## src/verilog/param_cache_regs.svh

```systemverilog
`ifndef PARAM_CACHE_REGS_SVH
`define PARAM_CACHE_REGS_SVH
// register byte offsets on the apb port
`define CACHE_CTRL_OFS 8'h00
`define RESET_CTRL_OFS 8'h04
`define STATUS_OFS 8'h08
`define VIDEO_FMT_OFS 8'h0C
`define EXP_MODE_OFS 8'h10
`define EXP_TIME_OFS 8'h14
`define FRAME_PERIOD_OFS 8'h18
`define ROI_START_OFS 8'h1C
`define ROI_WIDTH_OFS 8'h20
`define TEST_IMAGE_OFS 8'h24
`define GAIN_OFS 8'h28
`define BLACK_OFFSET_OFS 8'h2C
`define CONFIG_SET_OFS 8'h30
// field positions
`define CACHE_MODE_BIT 0
`define RESET_FIELD_BIT 0
`define STAT_PERR_BIT 0
`define STAT_SELF_BIT 1
`define STAT_COMMIT_BIT 2
`define STAT_CACHE_BIT 3
`define CFG_SAVE_BIT 0
`define CFG_ACT_USER_BIT 1
`define CFG_ACT_FACT_BIT 2
// factory values
`define FACT_VIDEO_FMT 3'h0
`define FACT_EXP_MODE 2'h0
`define FACT_EXP_TIME 16'h0064
`define FACT_FRAME_PERIOD 16'h03E8
`define FACT_ROI_START 12'h001
`define FACT_ROI_WIDTH 12'h930
`define FACT_TEST_IMAGE 3'h0
`define FACT_GAIN 8'h00
`define FACT_BLACK_OFFSET 8'h00
// value limits
`define VIDEO_FMT_MAX 3'h2
`define EXP_MODE_MAX 2'h2
`define EXP_TIME_MIN 16'h000A
`define ROI_COLS 12'h930
`define ROI_WIDTH_MIN 12'h010
`define TEST_IMAGE_MAX 3'h4
`define GAIN_MAX 8'hC8
// timing
`define CLOCK_MHZ 40
`define SELF_CHECK_US 1000
`define SELF_CHECK_CYCLES (`SELF_CHECK_US * `CLOCK_MHZ)
`define BLINK_HALF_MS 250
`define BLINK_HALF_CYCLES (`BLINK_HALF_MS * 1000 * `CLOCK_MHZ)
`endif

```

## src/verilog/param_cache_pkg.sv

```systemverilog
`include "param_cache_regs.svh"
package param_cache_pkg;
  typedef struct packed {
    logic [2:0] video_fmt;
    logic [1:0] exp_mode;
    logic [15:0] exp_time;
    logic [15:0] frame_period;
    logic [11:0] roi_start;
    logic [11:0] roi_width;
    logic [2:0] test_image;
  } param_set_s;
  typedef struct packed {
    logic psel;
    logic penable;
    logic pwrite;
    logic [7:0] paddr;
    logic [31:0] pwdata;
  } apb_in_s;
  typedef enum logic [1:0] {CACHE_OFF, CACHE_ON, COMMIT_WAIT} cache_state_e;
  typedef struct packed {
    logic [31:0] tick;
    logic [31:0] blink;
    logic fail;
    logic led;
  } check_s;
  // range, permitted-value and interdependency check of a whole set
  function automatic logic set_ok(input param_set_s s);
    logic [12:0] roi_end;
    roi_end = 13'(s.roi_start) + 13'(s.roi_width);
    return (s.video_fmt <= `VIDEO_FMT_MAX) && (s.exp_mode <= `EXP_MODE_MAX) &&
      (s.exp_time >= `EXP_TIME_MIN) && (s.frame_period > s.exp_time) &&
      (s.roi_start != 12'h000) && (s.roi_width >= `ROI_WIDTH_MIN) &&
      (roi_end <= 13'(`ROI_COLS) + 13'h0001) && (s.test_image <= `TEST_IMAGE_MAX);
  endfunction
  // true when the written word w fits a field that is bits wide
  function automatic logic fits(input logic [31:0] w, input int bits);
    return (w >> bits) == 32'h0000_0000;
  endfunction
endpackage

```

## src/verilog/param_cache_bank.sv

```systemverilog
//Operation
// - while cache mode is on, parameter writes are stored as pending and imaging keeps the old set.
// - turning cache mode off applies all pending values together after the current frame ends.
// - only video format, exposure mode, exposure time, frame period, region and test image defer.
// - every other setting takes effect at once, even with cache mode on.
// - each new value is checked first and a failing value is dropped, keeping the old one.
// - a value out of range, not permitted, or clashing with related settings is an error.
// - a parameter error sets the error bit of the status register until a good write follows.
// - the cache control mode field switches between deferred and immediate behaviour.
// - writing the reset field restarts the block as if power had been cycled; the self check is not restarted and keeps its fail flag and indicator.
// - periodic self checks report in the status register and blink the indicator on error.
// - at reset the last activated stored set, or else the factory set, loads as working set; the nrst reset always loads the factory set.
//
// Local design decisions: the APB slave port and the register offsets.
`timescale 1ns/100ps
module param_cache_bank
  import param_cache_pkg::*;
#(
  parameter int SELF_PERIOD = `SELF_CHECK_CYCLES,
  parameter int BLINK_HALF = `BLINK_HALF_CYCLES
) (
  input wire logic clock, // system clock, 40 MHz
  input wire logic nrst, // async reset, active low
  input wire logic ce, // clock enable, freezes all state when low
  input wire param_cache_pkg::apb_in_s bus, // apb request signals
  input wire logic frame_done, // pulse: last frame with the old settings ended
  input wire logic sensor_fault, // fault level for the self check
  output logic [31:0] prdata, // apb read data
  output logic pready, // apb ready
  output logic pslverr, // apb error on unmapped address
  output param_cache_pkg::param_set_s active_set, // settings in force for imaging
  output logic [7:0] gain, // immediate gain setting
  output logic [7:0] black_offset, // immediate offset setting
  output logic status_led, // status indicator
  output logic restart_pulse // one cycle after a software restart
);
  import param_cache_pkg::*;

  localparam param_set_s FACTORY = '{
    video_fmt: `FACT_VIDEO_FMT, exp_mode: `FACT_EXP_MODE, exp_time: `FACT_EXP_TIME,
    frame_period: `FACT_FRAME_PERIOD, roi_start: `FACT_ROI_START,
    roi_width: `FACT_ROI_WIDTH, test_image: `FACT_TEST_IMAGE};

  typedef struct packed {
    cache_state_e mode;
    param_set_s pending;
    param_set_s active;
    param_set_s user_set;
    logic user_link;
    logic [7:0] gain;
    logic [7:0] black_offset;
    logic perr;
    logic pready;
    logic pslverr;
    logic [31:0] prdata;
    logic restart;
  } bank_s;

  localparam bank_s RESET_ST = '{
    mode: CACHE_OFF, pending: FACTORY, active: FACTORY, user_set: FACTORY,
    user_link: 1'b0, gain: `FACT_GAIN, black_offset: `FACT_BLACK_OFFSET, perr: 1'b0,
    pready: 1'b0, pslverr: 1'b0, prdata: 32'h0000_0000, restart: 1'b0};

  bank_s st;
  bank_s next_st;
  param_set_s cand;
  logic cand_hit;
  logic cand_ok;
  logic self_fail;
  logic wr_acc;
  logic [31:0] status_word;

  // merge of a deferred write into the pending set, with its check
  write_merge_check merge (
    .pend(st.pending),
    .addr(bus.paddr),
    .wdata(bus.pwdata),
    .cand(cand),
    .hit(cand_hit),
    .ok(cand_ok)
  );

  // periodic self check of the settings in force
  self_check #(
    .PERIOD(SELF_PERIOD),
    .BLINK_HALF(BLINK_HALF)
  ) self_chk (
    .clock(clock),
    .nrst(nrst),
    .ce(ce),
    .active(st.active),
    .sensor_fault(sensor_fault),
    .fail(self_fail),
    .led(status_led)
  );

  // a write is taken at the access edge where pready is high
  assign wr_acc = bus.psel && bus.penable && st.pready && bus.pwrite;

  // status word assembled from live state
  always_comb begin
    status_word = 32'h0000_0000;
    status_word[`STAT_PERR_BIT] = st.perr;
    status_word[`STAT_SELF_BIT] = self_fail;
    status_word[`STAT_COMMIT_BIT] = (st.mode == COMMIT_WAIT);
    status_word[`STAT_CACHE_BIT] = (st.mode != CACHE_OFF);
  end

  // next state: bus answer, commit, register writes, restart
  always_comb begin
    next_st = st;
    next_st.pready = 1'b0;
    next_st.pslverr = 1'b0;
    next_st.restart = 1'b0;
    // setup phase: prepare the answer for the access phase
    if (bus.psel && !bus.penable) begin
      next_st.pready = 1'b1;
      next_st.prdata = 32'h0000_0000;
      case (bus.paddr)
        `CACHE_CTRL_OFS: begin
          next_st.prdata[`CACHE_MODE_BIT] = (st.mode != CACHE_OFF);
        end
        `RESET_CTRL_OFS: begin
          next_st.prdata = 32'h0000_0000;
        end
        `STATUS_OFS: begin
          next_st.prdata = status_word;
        end
        `VIDEO_FMT_OFS: begin
          next_st.prdata = 32'(st.pending.video_fmt);
        end
        `EXP_MODE_OFS: begin
          next_st.prdata = 32'(st.pending.exp_mode);
        end
        `EXP_TIME_OFS: begin
          next_st.prdata = 32'(st.pending.exp_time);
        end
        `FRAME_PERIOD_OFS: begin
          next_st.prdata = 32'(st.pending.frame_period);
        end
        `ROI_START_OFS: begin
          next_st.prdata = 32'(st.pending.roi_start);
        end
        `ROI_WIDTH_OFS: begin
          next_st.prdata = 32'(st.pending.roi_width);
        end
        `TEST_IMAGE_OFS: begin
          next_st.prdata = 32'(st.pending.test_image);
        end
        `GAIN_OFS: begin
          next_st.prdata = 32'(st.gain);
        end
        `BLACK_OFFSET_OFS: begin
          next_st.prdata = 32'(st.black_offset);
        end
        `CONFIG_SET_OFS: begin
          next_st.prdata[`CFG_ACT_USER_BIT] = st.user_link;
        end
        default: begin
          next_st.pslverr = 1'b1;
        end
      endcase
    end
    // frame boundary: every pending value becomes active in one cycle
    if (st.mode == COMMIT_WAIT && frame_done) begin
      next_st.active = st.pending;
      next_st.mode = CACHE_OFF;
    end
    if (wr_acc) begin
      case (bus.paddr)
        `CACHE_CTRL_OFS: begin
          if (bus.pwdata[`CACHE_MODE_BIT]) begin
            next_st.mode = CACHE_ON;
          end else if (st.mode == CACHE_ON) begin
            next_st.mode = (st.pending != st.active) ? COMMIT_WAIT : CACHE_OFF;
          end
        end
        `RESET_CTRL_OFS: begin
          if (bus.pwdata[`RESET_FIELD_BIT]) begin
            next_st = RESET_ST;
            next_st.user_set = st.user_set;
            next_st.user_link = st.user_link;
            next_st.pending = st.user_link ? st.user_set : FACTORY;
            next_st.active = st.user_link ? st.user_set : FACTORY;
            next_st.restart = 1'b1;
          end
        end
        `GAIN_OFS: begin
          if (fits(bus.pwdata, 8) && bus.pwdata[7:0] <= `GAIN_MAX) begin
            next_st.gain = bus.pwdata[7:0];
            next_st.perr = 1'b0;
          end else begin
            next_st.perr = 1'b1;
          end
        end
        `BLACK_OFFSET_OFS: begin
          if (fits(bus.pwdata, 8)) begin
            next_st.black_offset = bus.pwdata[7:0];
            next_st.perr = 1'b0;
          end else begin
            next_st.perr = 1'b1;
          end
        end
        `CONFIG_SET_OFS: begin
          if (bus.pwdata[`CFG_SAVE_BIT]) begin
            next_st.user_set = st.pending;
          end
          if (bus.pwdata[`CFG_ACT_FACT_BIT]) begin
            next_st.pending = FACTORY;
            next_st.active = FACTORY;
            next_st.user_link = 1'b0;
            next_st.perr = 1'b0;
          end else if (bus.pwdata[`CFG_ACT_USER_BIT]) begin
            next_st.pending = st.user_set;
            next_st.active = st.user_set;
            next_st.user_link = 1'b1;
            next_st.perr = 1'b0;
          end
        end
        default: begin
          if (cand_hit && cand_ok) begin
            next_st.pending = cand;
            if (next_st.mode == CACHE_OFF) begin
              next_st.active = cand;
            end
            next_st.perr = 1'b0;
          end else if (cand_hit) begin
            next_st.perr = 1'b1;
          end
        end
      endcase
    end
  end

  // state register, frozen while ce is low
  always_ff @(posedge clock or negedge nrst) begin
    if (!nrst) begin
      st <= RESET_ST;
    end else if (ce) begin
      st <= next_st;
    end
  end

  // outputs straight from the state register
  assign prdata = st.prdata;
  assign pready = st.pready;
  assign pslverr = st.pslverr;
  assign active_set = st.active;
  assign gain = st.gain;
  assign black_offset = st.black_offset;
  assign restart_pulse = st.restart;
endmodule // param_cache_bank

```

## src/verilog/write_merge_check.sv

```systemverilog
`timescale 1ns/100ps
module write_merge_check
  import param_cache_pkg::*;
(
  input wire param_cache_pkg::param_set_s pend, // current pending set
  input wire logic [7:0] addr, // write address
  input wire logic [31:0] wdata, // write data
  output param_cache_pkg::param_set_s cand, // pending set with the write merged
  output logic hit, // address is a deferred setting
  output logic ok // candidate passes every check
);
  import param_cache_pkg::*;
  logic in_range;
  // merge the written field and check the resulting combination
  always_comb begin
    cand = pend;
    hit = 1'b1;
    in_range = 1'b1;
    case (addr)
      `VIDEO_FMT_OFS: begin
        cand.video_fmt = wdata[2:0];
        in_range = fits(wdata, 3);
      end
      `EXP_MODE_OFS: begin
        cand.exp_mode = wdata[1:0];
        in_range = fits(wdata, 2);
      end
      `EXP_TIME_OFS: begin
        cand.exp_time = wdata[15:0];
        in_range = fits(wdata, 16);
      end
      `FRAME_PERIOD_OFS: begin
        cand.frame_period = wdata[15:0];
        in_range = fits(wdata, 16);
      end
      `ROI_START_OFS: begin
        cand.roi_start = wdata[11:0];
        in_range = fits(wdata, 12);
      end
      `ROI_WIDTH_OFS: begin
        cand.roi_width = wdata[11:0];
        in_range = fits(wdata, 12);
      end
      `TEST_IMAGE_OFS: begin
        cand.test_image = wdata[2:0];
        in_range = fits(wdata, 3);
      end
      default: begin
        hit = 1'b0;
      end
    endcase
    ok = hit && in_range && set_ok(cand);
  end
endmodule // write_merge_check

```

## src/verilog/self_check.sv

```systemverilog
`timescale 1ns/100ps
module self_check
  import param_cache_pkg::*;
#(
  parameter int PERIOD = `SELF_CHECK_CYCLES,
  parameter int BLINK_HALF = `BLINK_HALF_CYCLES
) (
  input wire logic clock, // system clock
  input wire logic nrst, // async reset, active low
  input wire logic ce, // clock enable
  input wire param_cache_pkg::param_set_s active, // settings in force
  input wire logic sensor_fault, // fault level from the imaging path
  output logic fail, // last self check failed
  output logic led // status indicator drive
);
  import param_cache_pkg::*;
  check_s st;
  check_s next_st;
  // periodic check of the active set and blink while failing
  always_comb begin
    next_st = st;
    next_st.tick = st.tick + 32'h0000_0001;
    if (st.tick >= 32'(PERIOD - 1)) begin
      next_st.tick = 32'h0000_0000;
      next_st.fail = sensor_fault || !set_ok(active);
    end
    if (!st.fail) begin
      next_st.blink = 32'h0000_0000;
      next_st.led = 1'b0;
    end else if (st.blink >= 32'(BLINK_HALF - 1)) begin
      next_st.blink = 32'h0000_0000;
      next_st.led = !st.led;
    end else begin
      next_st.blink = st.blink + 32'h0000_0001;
    end
  end
  // state register
  always_ff @(posedge clock or negedge nrst) begin
    if (!nrst) begin
      st <= '0;
    end else if (ce) begin
      st <= next_st;
    end
  end
  assign fail = st.fail;
  assign led = st.led;
endmodule // self_check

```

## config.mk

```make
export PLATFORM = sky130hd
export DESIGN_NAME = param_cache_bank
export DESIGN_NICKNAME = d
export VERILOG_FILES = /design/src/verilog/param_cache_pkg.sv /design/src/verilog/param_cache_bank.sv /design/src/verilog/write_merge_check.sv /design/src/verilog/self_check.sv
export VERILOG_INCLUDE_DIRS = /design/src /design/src/verilog
export SDC_FILE = /design/constraint.sdc
export NUM_CORES = 1
export LEC_CHECK = 0
export BUFFER_PORTS_ARGS = -buffer_cell sky130_fd_sc_hd__buf_4
export CAP_MARGIN = 20
export CORE_ASPECT_RATIO = 1.1
export CORE_MARGIN = 1.5
export CORE_UTILIZATION = 61
export CTS_BUF_LIST = sky130_fd_sc_hd__clkbuf_4 sky130_fd_sc_hd__clkbuf_8 sky130_fd_sc_hd__clkbuf_16
export DETAILED_ROUTE_END_ITERATION = 7
export PLACE_DENSITY = 0.81
export SYNTH_ARGS = -nofsm -noshare
export SYNTH_HDL_FRONTEND = slang
export SYNTH_HIERARCHICAL = 1
export SYNTH_SLANG_ARGS = --single-unit
```

## constraint.sdc

```tcl
create_clock -name clock -period 5.7 [get_ports clock]
set_input_delay 1.14 -clock clock [delete_from_list [all_inputs] [get_ports clock]]
set_output_delay 1.14 -clock clock [all_outputs]
set_load 0.01 [all_outputs]
```

Yosys cells after proc, flatten, opt, wreduce, memory -nomap -nowiden
Index checks and enable logic that the tools add are counted.
{ "word_totals": {"ff_bits": 313, "inputBits": 48, "output_inout_bits": 116, "elab_cells": 183} }
{ "classes": {"n_addsub": 4, "magnitude_cmp": 17, "eq_ne": 20, "n_mux": 49, "bitwise": 3, "n_reduce_logical": 56} }
{ "ops": {"columns": ["op", "count"], "rows": [
  ["247-bit two-way mux", 2],
  ["128-bit two-way mux", 3],
  ["128-bit case mux with 3 select lines", 1],
  ["64-bit two-way mux", 4],
  ["32-bit logical NOT", 5],
  ["65-bit case mux with 2 select lines", 1],
  ["14-bit case mux with 9 select lines", 1],
  ["32-bit two-way mux", 3],
  ["32-bit by 1-bit adder with 32-bit output, second input constant", 2],
  ["64-bit != test", 1],
  ["8-bit by 6-bit equality test with 1-bit output, second input constant", 5],
  ["35-bit two-way mux", 1],
  ["34-bit two-way mux", 1],
  ["8-bit by 5-bit equality test with 1-bit output, second input constant", 4],
  ["16-bit by 4-bit >= comparator with 1-bit output, second input constant", 2],
  ["32-bit by 16-bit >= comparator with 1-bit output, second input constant", 1],
  ["32-bit by 24-bit >= comparator with 1-bit output, second input constant", 1],
  ["16-bit > comparator", 2],
  ["16-bit two-way mux", 2],
  ["8-bit case mux with 2 select lines", 2],
  ["12-bit by 12-bit adder with 13-bit output", 2],
  ["13-bit by 12-bit less-or-equal comparator with 1-bit output, second input constant", 2],
  ["12-bit by 5-bit >= comparator with 1-bit output, second input constant", 2],
  ["12-bit two-way mux", 2],
  ["35 further kinds", 97]
]} }

Logic depth before layout (Yosys ltp)
{ "logic_depth": {"ltp_word": 15, "mapped_depth": 24, "mapped_depth_nobuf": 21} }

Modules after synthesis
Netlist, hierarchy kept.
{ "modules_own_cells": {"columns": ["mod", "instances", "cells_each", "area_each_um2", "seq_area_each_um2"], "rows": [
  ["param_cache_bank", 1, 1291, 13867.0, 6233.5],
  ["self_check", 1, 470, 4225.3, 1651.6],
  ["write_merge_check", 1, 334, 2363.5, 0.0]
]} }

Least setup slack after synthesis
No wires, ideal clock.
{ "synth_timing": {"kind": "input port to flip-flop", "from": "in bus[39] (netlist bit)", "to": "reg st (netlist bit active_set[14])", "setup_time_ns": 0.100, "t_arrival_ns": 6.061, "setup_slack_ns": -0.462, "stages": 22, "path_buffers": 2, "cell_sequence": "nor4b_4 nand2_2 clkbuf_1 nand2_1 nand2_1 ha_1 fa_1 a2111oi_2 a221o_2 nor3_1 o2111ai_1 a31oi_1 or4_1 a21oi_1 o31ai_1 a221oi_2 nand2_1 a211o_1 nor3b_1 nor3_2 clkbuf_1 o211ai_1"} }
{ "synth_rtl": {"columns": ["item", "line_no", "rtl"], "rows": [
  ["from (decl)", "param_cache_bank.sv:25", "input wire param_cache_pkg::apb_in_s bus,"],
  ["to (signal assigned)", "param_cache_bank.sv:240", "st <= next_st;"],
  ["to (decl)", "param_cache_bank.sv:64", "bank_s st;"]
]} }

==> impl_metrics.json <==
{
  "drtAntennaViolNets": 0,
  "place_area_mm2": 0.0224,
  "vias": 19100,
  "finClkSkew_ns": 0.0358,
  "critPathTopFamily": "compound AO/OA/AOI/OAI gates",
  "cts_tree": "built",
  "synth_fa_ha_area_share_pct": 3.60,
  "antenna_found_initial": 7,
  "grt_usage_pct": 42.4,
  "wl_per_cell_um": 27.5,
  "drv_slew": 0,
  "stdcell_count": 2701,
  "worst_hold_slack_ns": 0.484,
  "dp_hpwl_um": 49900,
  "die-area_mm2": 0.0346,
  "seq_power_share_pct": 44.0,
  "drc": 25,
  "hold_class": "reg2reg",
  "switchingPower_mw": 1.26,
  "synthSimpleGateAreaFrac_pct": 16.1,
  "cts_max_level": 2,
  "synthesis.nets": 2199,
  "gp_congestion": 1.06,
  "fp-row-count": 70,
  "globalRouteOverflowTotal": 0,
  "path_buf_inv": 3,
  "synth_warnings": 6,
  "tightest_slew_ns": 1.08,
  "viasPerCell": 7.07,
  "drtIter0Drc": 3043,
  "die_y_um": 195,
  "clkPwrFrac_pct": 49.8,
  "end_kind": "register",
  "setup_viol": 0,
  "worst_ep_arrival_time_ns": 5.93,
  "synth-xor-area-share_pct": 4.78,
  "final_util_pct": 72.4,
  "synth_edf_count": 0,
  "cts_root_buf": "clkbuf_16",
  "crit_path_top_delay_cell": "or4_4",
  "portBuffers": 163,
  "layout_min_cycle_time_ns": 5.51,
  "synth.avg_cell_area_um2": 9.76,
  "power_mw": 5.27,
  "clk_latency_ns": 0.55,
  "combPwrFrac_pct": 6.2,
  "swShare_pct": 23.9,
  "fp.dieW_um": 178,
  "period_share_pct": 96.7,
  "cap_viol_max_count": 0,
  "worstPathCellList": "buf_4, buf_4, or4_4, nor2_4, nand2_1, nand2_2, ha_1, a21o_1, a211oi_2, o21bai_2, a221oi_2, a311oi_1, and4_1, o21a_1, o41ai_4, xnor2_1, a221oi_2, nand2_2, a211o_1, nor3b_1, nor3_4, clkbuf_16, o21ai_1",
  "synth_top_family_by_area": "compound AO/OA/AOI/OAI gates",
  "area_delta_synth_final_pct": 17.2,
  "muxShareOfSynthArea_pct": 10.6,
  "placed_cells": 2620,
  "power.density_mw_per_mm2": 220,
  "cts.sinks": 313,
  "clk_pin_slew_ns": 0.06,
  "core-area_mm2": 0.0331,
  "setup_slack_ns": 0.188,
  "grt_pass1_wl_um": 111000,
  "cp_max_fo": 25,
  "clock.fmax_mhz": 181,
  "async_flop_share_pct": 100,
  "netlist_area_mm2": 0.0205,
  "nets": 2339,
  "pin_count": 164,
  "drive_gt1_share_pct": 24.6,
  "grt_max_degree": 103,
  "syn_inst": 2095,
  "finalSetupTns_ns": 0,
  "first_global_vias": 18700,
  "numCtsBuffers": 37,
  "peakVddDrop_mv": 0.237,
  "worst-setup-path-type": "in2reg",
  "slew_headroom_pct": 27.4,
  "drt_wl_total_um": 74200,
  "crit_required_ns": 6.11,
  "status": "finished with violations",
  "cp_slowest_stage_delay_ns": 0.44,
  "synth-compound-area-share_pct": 18.3,
  "synth_ff_type": "dfrtp_1",
  "leakagePower_nw": 11.7,
  "drtPass1Iterations": 8,
  "synth_seq_cells": 313,
  "final-hold-violation-count": 0,
  "start_kind": "primary input",
  "design_area_mm2": 0.0240,
  "yosysSeqAreaShare_pct": 38.5,
  "post-place-ws_ns": -0.498,
  "violations": "DRC",
  "internal_power_mw": 4.01,
  "start_util_pct": 61.8,
  "synth_cell_types": 102,
  "clockBufferDepth": 3
}
[cell type report]
| type | count | area (µm²) |
|---|---|---|
| Multi-Input combinational cell | 1476 | 11200 |
| Fill cell | 2376 | 9140 |
| Sequential cell | 313 | 7890 |
| Timing Repair Buffer | 328 | 2720 |
| Clock buffer | 52 | 1090 |
| Tap cell | 432 | 541 |
| Inverter | 79 | 297 |
| Clock inverter | 16 | 263 |
| Antenna cell | 5 | 12.5 |
[cells in the mapped netlist, drive strengths merged (14+ instances only)]
library cell,instances,area (µm²)
buf,133,988
clkbuf,94,353
a31oi,16,100
a22oi,28,210
nor4,54,393
xnor2,42,368
and3,67,419
and2,29,181
nand4,30,188
nor2b,17,106
nand3,40,205
nand2,119,452
nor2,128,480
nor3,31,185
dfstp,42,1100
a22o,60,526
nand2b,16,100
a21o,14,105
a222oi,52,521
a21oi,110,551
ha,54,676
o21ai,95,475
dfrtp,271,6780
o211ai,21,158
mux2i,46,477
inv,79,297
a221oi,21,196
mux2,150,1690
xor2,67,587
[cells by family after synthesis]
kind of cell / Yosys count
muxes: 196
AOI/OAI and AO/OA: 517
xor gates and xnor gates: 110
and+or+nand+nor: 595
DFF: 313
buffers and inverters: 306
adders and majority gates: 58
[repair_timing]
item / 4_1_cts / 5_1_grt
buffers inserted: 0 / 6
hold buffers: 0 / 0
hold endpoints to repair: 0 / 0
setup endpoints to repair: 0 / 126
resized for setup: 0 / 21
[final timing paths]
check                           startpoint        endpoint  slack (ns)  cells after the start
worst max-delay path               bus[32]  active_set[18]        0.19                     23
worst min-delay path            prdata[27]      prdata[27]        0.48                      1
worst max register to register     st[185]  active_set[18]        1.03                     19
worst min register to register  prdata[27]      prdata[27]        0.48                      1
max in group asynchronous             nrst   self_chk/fail        3.72                      2
min in group asynchronous             nrst      prdata[23]        0.65                      1
[power by group through the flow]
stage	Clock, mW	Combinational (mW)	Sequential [mW]
after global routing	2.73	0.354	2.32
after detailed placement	0	0.317	2.36
final	2.62	0.325	2.32
after CTS	2.64	0.319	2.32
after global placement	0	0.308	2.35
after floorplan	0	0.157	2.34
[cell usage in the layout, fill, tap and decap left out, types with 48 or more instances in the layout]
cell,count
buf_4,307
xor2_1,67
inv_1,77
a22o_1,60
o21ai_1,62
nor2_1,125
dfrtp_1,271
nor4_1,48
a222oi_1,52
nand2_1,109
and3_1,67
a21oi_1,108
mux2_1,108
ha_1,53
[per-layer routing]
layer	wire length [µm]	vias to the layer above	GRT usage (%)
met5	76	-	0
met4	6520	10	30.8
met3	9080	409	10.3
met2	32600	1473	63.8
met1	25900	9167	53.1
li1	-	8025	-
[registers in the layout, summed over array words and instances (netlist names)]
register,cells
pslverr,1
self_chk/led,1
self_chk/fail,1
prdata,32
active_set,64
restart_pulse,1
gain,8
self_chk/st,64
black_offset,8
pready,1
st,132
Power figures use the tool's default switching activity.
